### config.mk
export PLATFORM = sky130hd
export DESIGN_NAME = eap_alarm_top
export DESIGN_NICKNAME = d
export VERILOG_FILES = /design/src/eap_pkg.sv /design/src/eap_wave_if.sv /design/src/eap_wave_gen.sv /design/src/eap_alarm_top.sv
export SDC_FILE = /design/constraint.sdc
export NUM_CORES = 1
export LEC_CHECK = 0
export BUFFER_PORTS_ARGS = -buffer_cell sky130_fd_sc_hd__buf_2
export CAP_MARGIN = 15
export CORE_AREA = 2 2 94 165
export CTS_CLUSTER_SIZE = 25
export DETAILED_ROUTE_END_ITERATION = 12
export DIE_AREA = 0 0 96 167
export PLACE_DENSITY_LB_ADDON = 0.2
export SLEW_MARGIN = 20
export SYNTH_ARGS = -nofsm -noshare
export SYNTH_HDL_FRONTEND = slang
export SYNTH_SLANG_ARGS = --single-unit
### constraint.sdc
create_clock -name ref_clk -period 3.3 [get_ports ref_clk]
set_input_delay 0.33 -clock ref_clk [delete_from_list [all_inputs] [get_ports ref_clk]]
set_output_delay 0.33 -clock ref_clk [all_outputs]
set_load 0.02 [all_outputs]
### src/eap_pkg.sv
// constants, types and helpers for the error priority alarm block
package eap_pkg;
    // register bus geometry
    localparam int unsigned AW = 8;
    localparam int unsigned DW = 32;
    localparam int unsigned NERR = 16;
    localparam int unsigned NB = 8;
    localparam int unsigned FC_W = 8;
    localparam int unsigned IRQ_W = 4;
    // register byte addresses
    localparam logic [7:0] A_ERR = 8'h00;
    localparam logic [7:0] A_PRIO_HI = 8'h04;
    localparam logic [7:0] A_PRIO_LO = 8'h08;
    localparam logic [7:0] A_MON_EN = 8'h0C;
    localparam logic [7:0] A_MON_FULL = 8'h10;
    localparam logic [7:0] A_MAINS = 8'h14;
    localparam logic [7:0] A_FUNC = 8'h18;
    localparam logic [7:0] A_IRQ_STAT = 8'h1C;
    localparam logic [7:0] A_IRQ_MASK = 8'h20;
    localparam logic [7:0] A_ALARM = 8'h24;
    localparam logic [7:0] A_BOARD = 8'h28;
    // error vector index = documented bit number - 1
    localparam int unsigned ERR_RADIO = 8;
    localparam int unsigned ERR_FULL = 11;
    localparam int unsigned ERR_ANY = 12;
    // function control bits enabling the dynamic output
    localparam int unsigned FC_DYN_HI = 5;
    localparam int unsigned FC_DYN_LO = 4;
    // interrupt status bits
    localparam int unsigned IRQ_MAJOR = 0;
    localparam int unsigned IRQ_MINOR = 1;
    localparam int unsigned IRQ_CLEAR = 2;
    localparam int unsigned IRQ_NEW = 3;
    // time base
    localparam int unsigned CLK_NS = 4;
    localparam int unsigned MS_NS = 1000000;
    localparam int unsigned MS_CYC = MS_NS / CLK_NS;
    localparam int unsigned CYC_W = 18;
    localparam int unsigned MS_W = 10;
    localparam int unsigned WAVE_MS = 1000;
    localparam int unsigned SHORT_MS = 20;
    localparam int unsigned LONG_MS = WAVE_MS - SHORT_MS;

    typedef enum logic [1:0] {SEV_NONE, SEV_MINOR, SEV_MAJOR} eap_sev_e;

    // high priority wins over low; bits with neither are ignored
    function automatic eap_sev_e eap_severity(input logic [NERR-1:0] e, input logic [NERR-1:0] hi,
                                             input logic [NERR-1:0] lo);
        if ((e & hi) != '0) begin
            return SEV_MAJOR;
        end else if ((e & lo) != '0) begin
            return SEV_MINOR;
        end
        return SEV_NONE;
    endfunction
endpackage

### src/eap_wave_if.sv
// link between alarm control and the waveform generator
`timescale 1ns/1ps
interface eap_wave_if;
    import eap_pkg::*;
    logic dyn_en;
    eap_sev_e sev;
    logic ms_tick;
    logic [MS_W-1:0] ms_idx;
    logic wave;
    modport gen (input dyn_en, input sev, output ms_tick, output ms_idx, output wave);
    modport ctl (output dyn_en, output sev, input ms_tick, input ms_idx, input wave);
endinterface

### src/eap_wave_gen.sv
// millisecond time base and alarm waveform generator
`timescale 1ns/1ps
module eap_wave_gen import eap_pkg::*; #(
    parameter int unsigned MS_CYCLES = MS_CYC
) (
    input wire logic ref_clk,
    input wire logic nrst,
    eap_wave_if.gen w
);
    logic [CYC_W-1:0] cyc_q;
    logic [MS_W-1:0] ms_q;
    logic tick_q;
    logic wave_q;
    logic wave_d;
    logic cyc_end;

    assign cyc_end = (cyc_q == CYC_W'(MS_CYCLES - 1));

    always_ff @(posedge ref_clk) begin
        if (!nrst) begin
            cyc_q <= '0;
            tick_q <= 1'b0;
        end else begin
            cyc_q <= cyc_end ? '0 : cyc_q + 1'b1;
            tick_q <= cyc_end;
        end
    end

    always_ff @(posedge ref_clk) begin
        if (!nrst) begin
            ms_q <= '0;
        end else if (cyc_end) begin
            ms_q <= (ms_q == MS_W'(WAVE_MS - 1)) ? '0 : ms_q + 1'b1;
        end
    end

    always_comb begin
        wave_d = 1'b0;
        if (w.dyn_en) begin
            case (w.sev)
                SEV_NONE: wave_d = (ms_q < MS_W'(LONG_MS));
                SEV_MINOR: wave_d = (ms_q < MS_W'(SHORT_MS));
                SEV_MAJOR: wave_d = 1'b0;
                default: wave_d = 1'b0;
            endcase
        end
    end

    always_ff @(posedge ref_clk) begin
        if (!nrst) begin
            wave_q <= 1'b0;
        end else begin
            wave_q <= wave_d;
        end
    end

    assign w.wave = wave_q;
    assign w.ms_tick = tick_q;
    assign w.ms_idx = ms_q;
endmodule

### src/eap_alarm_top.sv
// error collection, priority weighting and alarm output
//
// The implementer's own choices: the address-and-strobe port and the register addresses.
`timescale 1ns/1ps
module eap_alarm_top import eap_pkg::*; #(
    parameter int unsigned MS_CYCLES = MS_CYC
) (
    input wire logic ref_clk,
    input wire logic nrst,
    input wire logic [AW-1:0] reg_addr,
    input wire logic [DW-1:0] reg_wdata,
    input wire logic reg_wr,
    input wire logic reg_rd,
    output logic [DW-1:0] reg_rdata,
    input wire logic [NERR-1:0] src_err,
    input wire logic radio_sync,
    input wire logic [NB-1:0] board_fault,
    input wire logic [NB-1:0] board_absent,
    input wire logic [NB-1:0] mains_lost,
    output logic front_alarm_connector,
    output logic alarm_irq
);
    logic [NERR-1:0] prio_hi_q;
    logic [NERR-1:0] prio_lo_q;
    logic [NB-1:0] mon_en_q;
    logic [NB-1:0] mon_full_q;
    logic [NB-1:0] mains_q;
    logic [FC_W-1:0] func_q;
    logic [IRQ_W-1:0] stat_q;
    logic [IRQ_W-1:0] stat_d;
    logic [IRQ_W-1:0] mask_q;
    logic [IRQ_W-1:0] mask_d;
    logic [IRQ_W-1:0] ev;
    logic [NERR-1:0] err_q;
    logic [NERR-1:0] err_d;
    logic [NB-1:0] bad;
    logic [NB-1:0] bad_q;
    logic full_bad;
    logic idle_bad;
    eap_sev_e sev_q;
    eap_sev_e sev_d;
    logic dyn_en;
    logic irq_q;
    logic [DW-1:0] rdata_q;
    logic [DW-1:0] rdata_d;

    eap_wave_if w ();

    function automatic logic hit(input logic [AW-1:0] a, input logic [AW-1:0] ref_a);
        return a == ref_a;
    endfunction

    // board health, one slice per slot
    genvar gi;
    generate
        for (gi = 0; gi < NB; gi++) begin : g_board
            assign bad[gi] = board_fault[gi] | board_absent[gi] | (mains_q[gi] & mains_lost[gi]);
        end
    endgenerate

    assign full_bad = |(bad & mon_en_q & mon_full_q);
    assign idle_bad = |(bad & mon_en_q & ~mon_full_q);

    always_comb begin
        err_d = src_err;
        err_d[ERR_RADIO] = !radio_sync;
        err_d[ERR_FULL] = full_bad;
        err_d[ERR_ANY] = full_bad | idle_bad;
    end

    always_ff @(posedge ref_clk) begin
        if (!nrst) begin
            err_q <= '0;
            bad_q <= '0;
        end else begin
            err_q <= err_d;
            bad_q <= bad;
        end
    end

    assign sev_d = eap_severity(err_q, prio_hi_q, prio_lo_q);

    always_ff @(posedge ref_clk) begin
        if (!nrst) begin
            sev_q <= SEV_NONE;
        end else begin
            sev_q <= sev_d;
        end
    end

    assign dyn_en = func_q[FC_DYN_HI] & func_q[FC_DYN_LO];

    assign w.dyn_en = dyn_en;
    assign w.sev = sev_q;

    eap_wave_gen #(.MS_CYCLES(MS_CYCLES)) u_gen (
        .ref_clk(ref_clk),
        .nrst(nrst),
        .w(w.gen)
    );

    assign front_alarm_connector = w.wave;

    // configuration registers
    always_ff @(posedge ref_clk) begin
        if (!nrst) begin
            prio_hi_q <= '0;
            prio_lo_q <= '0;
            mon_en_q <= '0;
            mon_full_q <= '0;
            mains_q <= '0;
            func_q <= '0;
        end else if (reg_wr) begin
            if (hit(reg_addr, A_PRIO_HI)) begin
                prio_hi_q <= reg_wdata[NERR-1:0];
            end
            if (hit(reg_addr, A_PRIO_LO)) begin
                prio_lo_q <= reg_wdata[NERR-1:0];
            end
            if (hit(reg_addr, A_MON_EN)) begin
                mon_en_q <= reg_wdata[NB-1:0];
            end
            if (hit(reg_addr, A_MON_FULL)) begin
                mon_full_q <= reg_wdata[NB-1:0];
            end
            if (hit(reg_addr, A_MAINS)) begin
                mains_q <= reg_wdata[NB-1:0];
            end
            if (hit(reg_addr, A_FUNC)) begin
                func_q <= reg_wdata[FC_W-1:0];
            end
        end
    end

    // next mask worked out ahead, so the interrupt follows a mask write on the same edge
    always_comb begin
        mask_d = mask_q;
        if (reg_wr && hit(reg_addr, A_IRQ_MASK)) begin
            mask_d = reg_wdata[IRQ_W-1:0];
        end
    end

    // interrupt events from severity changes and new error bits
    always_comb begin
        ev = '0;
        ev[IRQ_MAJOR] = (sev_d == SEV_MAJOR) && (sev_q != SEV_MAJOR);
        ev[IRQ_MINOR] = (sev_d == SEV_MINOR) && (sev_q != SEV_MINOR);
        ev[IRQ_CLEAR] = (sev_d == SEV_NONE) && (sev_q != SEV_NONE);
        ev[IRQ_NEW] = |(err_d & ~err_q);
    end

    // a set in the clearing cycle survives the write-one-to-clear
    always_comb begin
        stat_d = stat_q;
        if (reg_wr && hit(reg_addr, A_IRQ_STAT)) begin
            stat_d = stat_q & ~reg_wdata[IRQ_W-1:0];
        end
        stat_d = stat_d | ev;
    end

    always_ff @(posedge ref_clk) begin
        if (!nrst) begin
            stat_q <= '0;
            mask_q <= '0;
            irq_q <= 1'b0;
        end else begin
            stat_q <= stat_d;
            mask_q <= mask_d;
            irq_q <= |(stat_d & mask_d);
        end
    end

    assign alarm_irq = irq_q;

    // read data valid only in the cycle after the strobe
    always_comb begin
        rdata_d = '0;
        if (reg_rd) begin
            case (reg_addr)
                A_ERR: rdata_d = {16'h0000, err_q};
                A_PRIO_HI: rdata_d = {16'h0000, prio_hi_q};
                A_PRIO_LO: rdata_d = {16'h0000, prio_lo_q};
                A_MON_EN: rdata_d = {24'h000000, mon_en_q};
                A_MON_FULL: rdata_d = {24'h000000, mon_full_q};
                A_MAINS: rdata_d = {24'h000000, mains_q};
                A_FUNC: rdata_d = {24'h000000, func_q};
                A_IRQ_STAT: rdata_d = {28'h0000000, stat_q};
                A_IRQ_MASK: rdata_d = {28'h0000000, mask_q};
                A_ALARM: rdata_d = {16'h0000, w.ms_idx, 2'h0, dyn_en, w.wave, sev_q};
                A_BOARD: rdata_d = {24'h000000, bad_q};
                default: rdata_d = '0;
            endcase
        end
    end

    always_ff @(posedge ref_clk) begin
        if (!nrst) begin
            rdata_q <= '0;
        end else begin
            rdata_q <= rdata_d;
        end
    end

    assign reg_rdata = rdata_q;
endmodule

Yosys cells after proc, flatten, opt, wreduce, memory -nomap -nowiden. Index checks and enable logic that the tools add are counted.

Add/subtract/negate cells: 2. Magnitude comparators: 2. Equality and inequality tests: 17. Multiplexer cells: 10. Bitwise gates (word level): 39. Reductions and logical operators: 25.

Operators with widths (number): one-hot mux 16 bit (11 select lines) (1); AND 16 bit (3); equality test 8 x 5 -> 1 bit (second input constant) (4); nonzero test 16 bit (2); AND 8 bit (3); equality test 8 x 6 -> 1 bit (second input constant) (3); adder 18 x 1 -> 18 bit (second input constant) (1); equality test 18 bit (second input constant) (1); bitwise OR 1 bit (17); equality test 8 x 4 -> 1 bit (second input constant) (2); inverter 16 bit (1); AND reduction 2 bit (8); OR reduction 16 bit (1); OR reduction 8 bit (2); adder 10 x 1 -> 10 bit (second input constant) (1); equality test 10 bit (second input constant) (1); < comparator 10 bit (second input constant) (1); < comparator 10 x 5 -> 1 bit (second input constant) (1); 2-to-1 mux 10 bit (1); AND 1 bit (9); AND 4 bit (2); equality test 8 x 3 -> 1 bit (second input constant) (1); zero test 8 bit (1); 2-to-1 mux 4 bit (2); other kinds (17) (26).

Flip-flop bits (word level): 160. Bits of input ports: 85. Output and inout bits: 34. Logic and storage cells: 111.

Longest topological paths before layout. Gate-level depths: netlist (run 1).

Depth after elaboration: 11. Gate-level depth with buffers: 8. Gate-level depth less buffers: 7.

Hierarchy. Synthesis (run 1) repeated with hierarchy kept, for this count alone.

Cell total of the unflattened synthesis: 777. Area, all modules: 6670.1 µm².

Modules (own cells, without submodules): eap_alarm_top (times used 1, cells each 612, area an instance 5312.6 µm², sequential area each 2302.2 µm²); eap_wave_gen (times used 1, cells each 165, area an instance 1357.6 µm², sequential area each 600.6 µm²).

Worst setup path before layout (run 1). Ideal clock, no wire load.

Path kind: input-to-reg. From: input reg_addr[5]. To: register irq_q (netlist: alarm_irq). Setup time: 0.133 ns. Arrival: 1.855 ns. Data required time: 3.167 ns. Path slack: 1.312 ns. Stages on the path: 7. Path buffers: 1. Cell sequence: or4b_1 > buf_2 > nor4_4 > a31oi_1 > o31ai_1 > a21boi_2 > o2111ai_1.

Word-level cells in the longest chain between the ends: 6. Elaborated cells between the ends (all ways): 9. Those cells by class: eq/ne: 2; mux: 2; bitwise: 2; reduce/logical: 3.

RTL lines: start, declared (RTL line eap_alarm_top.sv:10) `input wire logic [AW-1:0] reg_addr,`; equality test 8 x 5 -> 1 bit (RTL line eap_alarm_top.sv:50) `return a == ref_a;`; logical AND 1 bit (RTL line eap_alarm_top.sv:155) `if (reg_wr && hit(reg_addr, A_IRQ_STAT)) begin`; 2-to-1 mux 4 bit (RTL line eap_alarm_top.sv:155); bitwise OR 4 bit (RTL line eap_alarm_top.sv:158) `stat_d = stat_d | ev;`; AND 4 bit * (RTL line eap_alarm_top.sv:169) `irq_q <= |(stat_d & mask_d);`; OR reduction 4 bit * (RTL line eap_alarm_top.sv:169); end signal, assigned (RTL line eap_alarm_top.sv:169); end, declared (RTL line eap_alarm_top.sv:43) `logic irq_q;`.

Mark *: on every way between the ends. The rest lies on a longest branch, timed or not. A chain may end at the register's enable or synchronous reset.

Worst setup path after layout (run 1).
From: register mains_q[1]. To: register irq_q (netlist: alarm_irq).

Word-level cells in the longest chain between the ends: 11. Elaborated cells between the ends (all ways): 13. Those cells by class: bitwise: 9; reduce/logical: 4.

RTL lines: start, declared (RTL line eap_alarm_top.sv:27) `logic [NB-1:0] mains_q;`; start signal, assigned (RTL line eap_alarm_top.sv:127) `mains_q <= reg_wdata[NB-1:0];`; AND 1 bit * (RTL line eap_alarm_top.sv:57) `assign bad[gi] = board_fault[gi] | board_absent[gi] | (mains_q[gi] & mains_lost[gi]);`; bitwise OR 1 bit * (RTL line eap_alarm_top.sv:57); AND 8 bit * (RTL line eap_alarm_top.sv:61, eap_alarm_top.sv:62); AND 8 bit, on equally long branches (RTL line eap_alarm_top.sv:61, eap_alarm_top.sv:62); OR reduction 8 bit, on equally long branches (RTL line eap_alarm_top.sv:61, eap_alarm_top.sv:62); bitwise OR 1 bit (RTL line eap_alarm_top.sv:68) `err_d[ERR_ANY] = full_bad | idle_bad;`; AND 16 bit * (RTL line eap_alarm_top.sv:149) `ev[IRQ_NEW] = |(err_d & ~err_q);`; OR reduction 16 bit * (RTL line eap_alarm_top.sv:149); bitwise OR 4 bit * (RTL line eap_alarm_top.sv:158); AND 4 bit * (RTL line eap_alarm_top.sv:169); OR reduction 4 bit * (RTL line eap_alarm_top.sv:169).

Marked as above.

==> impl_results.md, run 1 <==
- Tot GR Track Use: 24.9%
- Critical Path AT: 2.64 ns
- PD cells: 508 mW/mm^2
- Final slew viol count: 0
- Final ANT Viol Nets: 0
- Least-Margin Pin Slew: 0.698 ns
- Syn Inst Count: 749
- Post-CTS resize count: 0
- Post-synthesis mux area share: less than 1%
- Final Skew: 0.00895 ns
- Largest family of logic cells by synthesized area: simple AND/OR/NAND/NOR gates
- Number of setup violations in the final report: 0
- Commonest non-fill, non-tap cells in the layout: dfxtp_1, nand2_1, buf_2
- # diodes: 0
- Vias: between 5000 and 6000
- XOR/XNOR Fraction of Synth Area: 3.36%
- WL final: 19500 um
- Overflow after GRT: 0
- Main flop type after synthesis: dfxtp_1
- Sequential area share after synthesis: 44.3%
- Vias in the first global route: 5823
- # nets final: 911
- Initial antenna violation count: 0
- Slew margin rel.: 53.5%
- DRT Pass-1 Iters: 8
- Commonest non-fill, non-tap cell in the layout: dfxtp_1
- Post-CTS Setup Inserts: 0
- Cts hold-fix bufs: 0
- Port Buffers: 83
- Syn Std Cell Area: approximately 0.0065 sq mm
- Area of the multi-input gates: roughly 0.0033 sq mm
- Cell area after layout: between 0.007 and 0.008 sq mm
- Critical Path, Cell by Cell: a211oi_1, o22ai_1, nor4_1, a31oi_1, a21boi_2, o2111ai_1
- CP Launch Type: flip-flop
- Routed WL per cell: 19.1 um
- DR iter-0 viols: roughly 560
- Crit-path max FO: 3
- P_leak: 2.79 nW
- Clock Latency Late Sink: between 0.4 and 0.5 ns
- Worst setup EP type: flip-flop
- Largest net degree at the start of global routing: 67
- WS Path Type: reg2reg
- Post-Synth Simple-Gate Area: between 20% and 30%
- Core area: around 0.015 sq mm
- # IOs: 119
- Placement Cell Area: roughly 0.007 sq mm
- Final hold slack: 0.100 ns
- Mean post-synth cell area: a little under 9 sq um
- Storage cell area: 0.00288 sq mm
- Period utilization: roughly 71%
- Synth Area in Compound Gates: 20.9%
- GPL Wtd Cong: 0.925
- Core Util, Final: 52.0%
- Die Wd: 96 um
- VDD IR max: 0.393 mV
- Die ar.: 0.0160 sq mm
- DRC: 0
- Cell family with most CP delay: compound AO/OA/AOI/OAI gates
- Async S/R FF share, synth: 0%
- CTS clk-pin slew, worst paths: 0.06 ns
- Clock sinks: 144
- Post-DP HPWL: roughly 14000 um
- Status: finished clean
- Rows: 59
- Setup_tns: 0 ns
- Fillers: 1396
- Max Freq: 425 MHz
- H-tree depth: 4
- Req. time, crit path: around 3.6 ns
- Synth Area in Adders: 0.384%
- Yosys cell types: 56
- Worst path bufs/invs: 0
- First-pass GRT wire length: 30500 um
- Cts bufs inserted: 17
- CTS tree: done
- Synth warn: 0
- CTS max path bufs: 2
- CTS root buffer: clkbuf_16
- Layout cells sized above 1: ~17%
- Vias per cell: 5.81
- Max_cap viols: 0
- Hold WC Path Type: in2reg
- Syn-to-layout area delta: 17.2%
- Max incr delay on CP: 0.60 ns
- Number of enable flip-flop cells after synthesis: 0
- Tot Pwr: 3.88 mW
- Crit path time final: 2.35 ns
- Final hold vios: 0
- Chip height: 167 um
- Initial Utilization: 44.3%
- Slowest CP cell: nor4_1
- Yosys reg bits: 144
- Unrepaired setup endpoints after global routing: false
[cells in the mapped netlist (2+ instances only)]
master	number	share of area, %
inv_1	14	0.81
nand2_1	101	5.8
a31oi_1	5	0.48
or4b_1	6	0.92
a21boi_0	58	6.7
a222oi_1	6	0.92
nor2b_1	20	1.9
or4_1	4	0.46
or2_2	2	0.19
xnor2_1	13	1.7
buf_2	12	0.92
a22oi_1	40	4.6
nand4_1	10	0.96
nor2_1	47	2.7
buf_4	17	2.0
nand2b_1	8	0.77
nor2_2	3	0.29
a211oi_1	9	1.0
o21ai_0	4	0.31
a22o_1	10	1.3
and3_1	6	0.58
o22ai_1	5	0.48
mux2i_1	4	0.61
o2111ai_1	2	0.27
ha_1	2	0.38
and4_1	5	0.67
o32ai_1	2	0.27
dfxtp_1	144	44
nor4_1	4	0.38
nor4_4	2	0.65
nand3_1	72	5.5
a21boi_1	6	0.69
xor2_1	12	1.6
nor3b_1	4	0.46
nor3_1	6	0.46
clkbuf_1	28	1.6
a221oi_1	12	1.6
and2_1	16	1.5
a21oi_1	11	0.85
[where the power goes]
group          switching (mW)  total [mW]  leakage (nW)  internal, mW
sequential             0.0210        1.78          1.17          1.76
combinational           0.112       0.177          1.32        0.0657
clock                   0.725        1.92         0.293          1.19
[cell type report]
class / instances / share of cell area [%]
Multi-Input combinational cell: 548 / 43.8
Sequential cell: 144 / 37.8
Timing Repair Buffer: 99 / 7.02
Clock buffer: 23 / 6.39
Tap cell: 183 / 3.00
Clock inverter: 9 / 1.38
Inverter: 14 / 0.688
[worst reg2reg max path: cells and delay by family (launching register included)]
kind	cells	cell delay (ns)
flip-flops	1	0.34
AND/OR/NAND/NOR	1	0.60
AO/OA/AOI/OAI	5	1.28
[logic make-up after synthesis]
logic type | Yosys count
buffers and inverters | 72
other | 1
AO/OA/AOI/OAI | 180
adder cells (fa/ha/maj) | 2
flip-flops | 144
XOR/XNOR | 25
multiplexers | 5
AND/OR/NAND/NOR | 320
[registers in the layout, summed over array words and instances (netlist names)]
name            cells
sev_q               2
mon_en_q            8
reg_rdata          16
mains_q             8
func_q              8
alarm_irq           1
u_gen.w.ms_idx     10
prio_hi_q          16
mon_full_q          8
stat_q              4
bad_q               8
prio_lo_q          16
u_gen.w.wave        1
mask_q              4
u_gen.cyc_q        18
err_q              16
[worst paths after layout]
check / from / end / slack, ns / cells after the start
worst max-delay path: mains_q[1] / alarm_irq / 0.95 / 6
worst min-delay path: radio_sync / err_q[8] / 0.10 / 2
worst max register to register: mains_q[1] / alarm_irq / 0.95 / 6
worst min register to register: u_gen.cyc_q[0] / u_gen.cyc_q[0] / 0.46 / 1
[routing by layer]
metal | vias to the layer above | global-route usage (%) | share of wire (%) | routed length (um)
met5 | - | 0 | 0 | 0
met4 | 0 | 16.1 | 5.8 | 1140
met3 | 62 | 4.48 | 6.3 | 1230
met2 | 248 | 41.8 | 52 | 10100
met1 | 2804 | 27.9 | 36 | 7040
li1 | 2812 | - | - | -
[through the flow]
step,instances,worst slack (ns)
global route,1020,0.818
CTS,1020,0.966
finish,1020,0.946
floorplan,764,1.31
detailed placement,988,0.784
global placement,988,0.808
No activity file was read; power rests on OpenSTA's default activity.
==> run 2: changes to the inputs <==
==> constraint.sdc (replaced) <==
create_clock -name ref_clk -period 2.2 [get_ports ref_clk]
set_input_delay 0.22 -clock ref_clk [delete_from_list [all_inputs] [get_ports ref_clk]]
set_output_delay 0.22 -clock ref_clk [all_outputs]
set_load 0.02 [all_outputs]
==> run 2 against run 1 <==
Against the previous run:
- critical path depth unchanged
- cell count rose by 1.4%
- register-to-register slack worse by 0.81 ns
- combinational power up 63%
- first-iteration DRC count down 4.8%
==> impl_results.md, run 2 (same netlist as run 1, synthesis figures left out) <==
- Status: finished clean
- First-pass GRT wire length: 30800 um (+0.93%)
- Die ar.: 0.0160 sq mm (unchanged)
- # diodes: 0 (unchanged)
- Final WS setup: 0.134 ns (-0.812 ns)
- Die Wd: 96 um (unchanged)
- Period utilization: 93.9% (+23 points)
- Least-Margin Pin Slew: 0.552 ns (-0.146 ns)
- Rows: 59 (unchanged)
- CTS root buffer: clkbuf_16
- Cell area after layout: 0.00786 sq mm (+2.9%)
- Number of flip-flops in the largest register: 18 (unchanged)
- H-tree depth: 4 (unchanged)
- Vias in the first global route: 5877 (+0.93%)
- Crit-path max FO: 4 (+1)
- DR iter-0 viols: 530 (-4.8%)
- Largest Register: u_gen.cyc_q
- Slew margin rel.: 63.2% (+9.7 points)
- Syn-to-layout area delta: 20.6%
- Overflow after GRT: 0 (unchanged)
- Area of the multi-input gates: 0.00336 sq mm (+0.49%)
- Critical Path AT: 2.36 ns (-0.28 ns)
- Final ANT Viol Nets: 0 (unchanged)
- GPL Wtd Cong: 0.931 (+0.57%)
- Pre-CTS WS: 0.0699 ns (-0.714 ns)
- Placement Cell Area: 0.00724 sq mm (+2.8%)
- Final Skew: 0.00863 ns (-0.000313 ns)
- Number of setup violations in the final report: 0 (unchanged)
- WL final: 19500 um (+0.15%)
- Layout cells sized above 1: 18.3% (+1.5 points)
- WS Path Type: reg2reg
- Final hold vios: 0 (unchanged)
- Final slew viol count: 0 (unchanged)
- Fillers: 1384 (-0.86%)
- Post-DP HPWL: 14300 um (+1.4%)
- Largest net degree at the start of global routing: 67 (unchanged)
- Core Util, Final: 53.5% (+1.5 points)
- Tot GR Track Use: 25.2% (+0.33 points)
- Routed WL per cell: 18.9 um (-1.2%)
- # nets final: 928 (+1.9%)
- # IOs: 119 (unchanged)
- Commonest non-fill, non-tap cells in the layout: dfxtp_1, nand2_1, buf_2
- Port Buffers: 83 (unchanged)
- Cts bufs inserted: 17 (unchanged)
- Vias: 5993 (+1.1%)
- CTS max path bufs: 2 (unchanged)
- P_leak: 2.89 nW (+3.7%)
- Chip height: 167 um (unchanged)
- CTS clk-pin slew, worst paths: 0.06 ns (about the same)
- Clock sinks: 144 (unchanged)
- Initial antenna violation count: 0 (unchanged)
- Crit path time final: 2.07 ns (-0.288 ns)
- Hold WC Path Type: in2reg
- Storage cell area: 0.00288 sq mm (unchanged)
- Req. time, crit path: 2.49 ns (-1.10 ns)
- Max_cap viols: 0 (unchanged)
- Initial Utilization: 44.3% (unchanged)
- DRC: 0 (unchanged)
- VDD IR max: 0.527 mV (+34%)
- Clock Latency Late Sink: 0.42 ns (about the same)
- Vias per cell: 5.80 (-0.24%)
- Unrepaired setup endpoints after global routing: false
- DRT Pass-1 Iters: 5 (-3)
- Core area: 0.0147 sq mm (unchanged)
- Max Freq: 484 MHz (+14%)
- PD cells: 750 mW/mm^2 (+48%)
- CTS tree: done
- Final hold slack: 0.0151 ns (-0.0849 ns)
- Worst setup EP type: flip-flop
- CP Launch Type: flip-flop
- Setup_tns: 0 ns (unchanged)
- Commonest non-fill, non-tap cell in the layout: dfxtp_1
-- run 2: final cells by class --
class                      instances  area share [%]
sequential                       144            36.7
inverter                          14           0.669
clock inverter                     5            1.32
timing repair buffer             116            9.43
clock buffer                      24            6.26
tap                              183            2.91
multi-input combinational        548            42.7
-- run 2: timing repair --
item                                    4_1_cts  5_1_grt
hold buffers                                  1        0
hold endpoints to repair                      1        0
endpoints found under the setup margin        0        1
setup buffers                                 0        0
gates resized for setup                       0        3
-- run 2: power by group --
part	switching, mW	internal (mW)	total, mW	leakage, nW
clock network	1.05	1.89	2.93	0.292
registers	0.0270	2.64	2.67	1.17
logic	0.177	0.112	0.289	1.43
total	1.25	4.64	5.89	2.89
-- run 2: worst max-delay path, stage by stage (launching register included) --
cell and delay (ns):
dfxtp_1 0.34, or4b_1 0.55, nor3_1 0.34, nand4_1 0.25
nor3_1 0.27, xnor2_1 0.15, nor2_1 0.05
-- run 2: through the flow --
| stage | power, mW | instances |
|---|---|---|
| floorplan | 2.88 | 764 |
| global placement | 3.00 | 1004 |
| detailed placement | 3.00 | 1004 |
| CTS | 5.93 | 1034 |
| global route | 6.07 | 1034 |
| finish | 5.89 | 1034 |
-- run 2: per-layer routing --
layer | routed length [um] | track usage [%] | share of wire, %
met1 | 7230 | 28.6 | 37
met5 | 0 | 0 | 0
met2 | 10500 | 43.7 | 54
met4 | 713 | 12.8 | 3.6
met3 | 1070 | 4.48 | 5.5
-- run 2: final timing paths --
path | to | slack (ns) | start | cells past startpoint
max | u_gen.w.ms_idx[7] | 0.13 | u_gen.cyc_q[5] | 6
max reg2reg | u_gen.w.ms_idx[7] | 0.13 | u_gen.cyc_q[5] | 6
min | err_q[1] | 0.02 | src_err[1] | 2
min reg2reg | func_q[7] | 0.46 | func_q[7] | 2
==> run 3: changes to the inputs <==
--- a/config.mk
+++ b/config.mk
@@ -7,12 +7,13 @@
 export LEC_CHECK = 0
 export BUFFER_PORTS_ARGS = -buffer_cell sky130_fd_sc_hd__buf_2
 export CAP_MARGIN = 15
-export CORE_AREA = 2 2 94 165
+export CORE_AREA = 2 2 96 167
 export CTS_CLUSTER_SIZE = 25
 export DETAILED_ROUTE_END_ITERATION = 12
-export DIE_AREA = 0 0 96 167
+export DIE_AREA = 0 0 98 169
 export PLACE_DENSITY_LB_ADDON = 0.2
 export SLEW_MARGIN = 20
 export SYNTH_ARGS = -nofsm -noshare
 export SYNTH_HDL_FRONTEND = slang
+export SYNTH_HIERARCHICAL = 1
 export SYNTH_SLANG_ARGS = --single-unit
==> run 3 against run 2 <==
Against the previous run:
- sequential power about the same
- core utilization increased by 0.27 points
- routed wire length increased by 6.3%
==> impl_results.md, run 3 <==
- Status: finished clean
- Tot GR Track Use: 24.4% (-0.80 points)
- H-tree depth: 4 (unchanged)
- Final slew viol count: 0 (unchanged)
- Vias: 6358 (+6.1%)
- Max Freq: 472 MHz (-2.5%)
- GPL Wtd Cong: 0.897 (-3.6%)
- Number of flip-flops in the largest register: 18 (unchanged)
- Most Crowded Layer GR: met2
- Max incr delay on CP: 0.48 ns (-0.07 ns)
- Max_cap viols: 0 (unchanged)
- Post-DP HPWL: 15400 um (+7.8%)
- Slew margin rel.: 58.9% (-4.3 points)
- Die ar.: 0.0166 sq mm (+3.3%)
- Crit path time final: 2.12 ns (+0.0523 ns)
- CTS tree: done
- Mean post-synth cell area: 8.58 sq um (-1.4%)
- Routed WL per cell: 19.1 um (+0.97%)
- Unrepaired setup endpoints after global routing: false
- DRT Pass-1 Iters: 7 (+2)
- Cts bufs inserted: 17 (unchanged)
- Commonest non-fill, non-tap cells in the layout: dfxtp_1, nand2_1, buf_2
- Final hold vios: 0 (unchanged)
- Crit-path max FO: 4 (unchanged)
- Syn-to-layout area delta: 23.3%
- CTS clk-pin slew, worst paths: 0.06 ns (about the same)
- Req. time, crit path: 2.54 ns (+0.05 ns)
- Initial Utilization: 43.6% (-0.73 points)
- Worst setup EP type: flip-flop
- VDD IR max: 0.361 mV (-31%)
- Synth warn: 6 (+6)
- Tot Pwr: 5.84 mW (-0.93%)
- Largest Register: u_gen/cyc_q
- Slowest CP cell: or3b_2
- Port Buffers: 83 (unchanged)
- Fin cells: 1089 (+5.3%)
- GRT met2 Usage: 45.1% (+1.3 points)
- Least-Margin Pin Slew: 0.601 ns (+0.0492 ns)
- Clock sinks: 144 (unchanged)
- Clock Latency Late Sink: 0.43 ns (about the same)
- Rows: 60 (+1.7%)
- # IOs: 119 (unchanged)
- Critical Path AT: 2.46 ns (+0.10 ns)
- PD cells: 712 mW/mm^2 (-5.0%)
- P_leak: 2.99 nW (+3.4%)
- Vias in the first global route: 6042 (+2.8%)
- Layout cells sized above 1: 21.8% (+3.5 points)
- Commonest non-fill, non-tap cell in the layout: dfxtp_1
- Pre-CTS WS: -0.126 ns (-0.196 ns)
- Final ANT Viol Nets: 0 (unchanged)
- Hold WC Path Type: in2reg
- Number of setup violations in the final report: 0 (unchanged)
- Met3 Usage GRT: 4.50% (+0.023 points)
- First-pass GRT wire length: 31500 um (+2.5%)
- Placed Cells: 1052 (+4.8%)
- Setup slack, reg-to-reg: 0.08 ns (-0.05 ns)
- Vias per cell: 5.84 (+0.73%)
- CP Launch Type: flip-flop
- # diodes: 0 (unchanged)
- DR iter-0 viols: 482 (-9.1%)
- CTS max path bufs: 2 (unchanged)
- Final Skew: 0.0134 ns (+0.00472 ns)
- DRC: 0 (unchanged)
- Final WS setup: 0.0816 ns (-0.0523 ns)
- CTS root buffer: clkbuf_16
- Initial antenna violation count: 0 (unchanged)
- Die Wd: 98 um (+2.1%)
- Period utilization: 96.3% (+2.4 points)
- Syn Inst Count: 775 (+3.5%)
- Core Util, Final: 53.8% (+0.27 points)
- Chip height: 169 um (+1.2%)
- Overflow after GRT: 0 (unchanged)
- Fillers: 1445 (+4.4%)
- Final hold slack: 0.0156 ns (+0.000447 ns)
- # nets final: 978 (+5.4%)
- WL final: 20800 um (+6.3%)
- Met1 usage: 27.1% (-1.6 points)
- WS Path Type: reg2reg
- Critical Path, Cell by Cell: a22o_1, a221oi_1, buf_4, and4_1, a32oi_1, or3b_2, o2111ai_1
- Syn Std Cell Area: 0.00665 sq mm (+2.0%)
- Core area: 0.0152 sq mm (+3.7%)
- Largest net degree at the start of global routing: 30 (-55%)
[run 3: area by class of cell]
| cell class | count | area, sq um | area share [%] |
|---|---|---|---|
| multi-input cells | 554 | 3430 | 41.9 |
| flip-flops and latches | 144 | 2880 | 35.2 |
| repair buffers | 145 | 957 | 11.7 |
| clock buffers | 19 | 443 | 5.41 |
| well taps | 186 | 233 | 2.84 |
| clock inverters | 12 | 134 | 1.63 |
| inverters | 29 | 109 | 1.33 |
[run 3: path summary, 6_finish.rpt]
kind                   start         to  cells past startpoint
setup reg to reg   err_q[10]  alarm_irq                      7
setup / recovery   err_q[10]  alarm_irq                      7
hold / removal    src_err[9]   err_q[9]                      2
hold reg to reg    func_q[3]  func_q[3]                      2
[run 3: stage by stage]
step	TNS, ns	cell area, sq um
detailed placement	-0.145	7510
global placement	-0.114	7510
floorplan	0	6700
finish	0	8190
CTS	0	8120
global route	0	8190
[run 3: timing repair]
| item | 4_1_cts | 5_1_grt |
|---|---|---|
| endpoints found under the hold margin | 1 | 0 |
| hold buffers | 1 | 0 |
| pin swaps | 0 | 4 |
| setup buffers | 0 | 3 |
| resized for setup | 5 | 6 |
| setup endpoints to repair | 2 | 4 |
| gates cloned | 0 | 2 |
[run 3: power breakdown]
part	internal, mW	leakage (nW)	switching (mW)
sequential	2.64	1.17	0.0348
combinational	0.123	1.54	0.188
clock	1.70	0.280	1.15
total	4.46	2.99	1.37
[run 3: critical path: cells and delay by family, from the launching register on]
kind                   cells  cell delay, ns
and+or+nand+nor            2            0.69
DFF                        1            0.37
buffers and inverters      1            0.18
AOI/OAI and AO/OA          4            0.80
[run 3: metal layers]
layer	wire (um)	vias up
met4	754	0
met3	1070	54
met2	11300	252
met1	7620	3040
met5	0	-
li1	-	3012
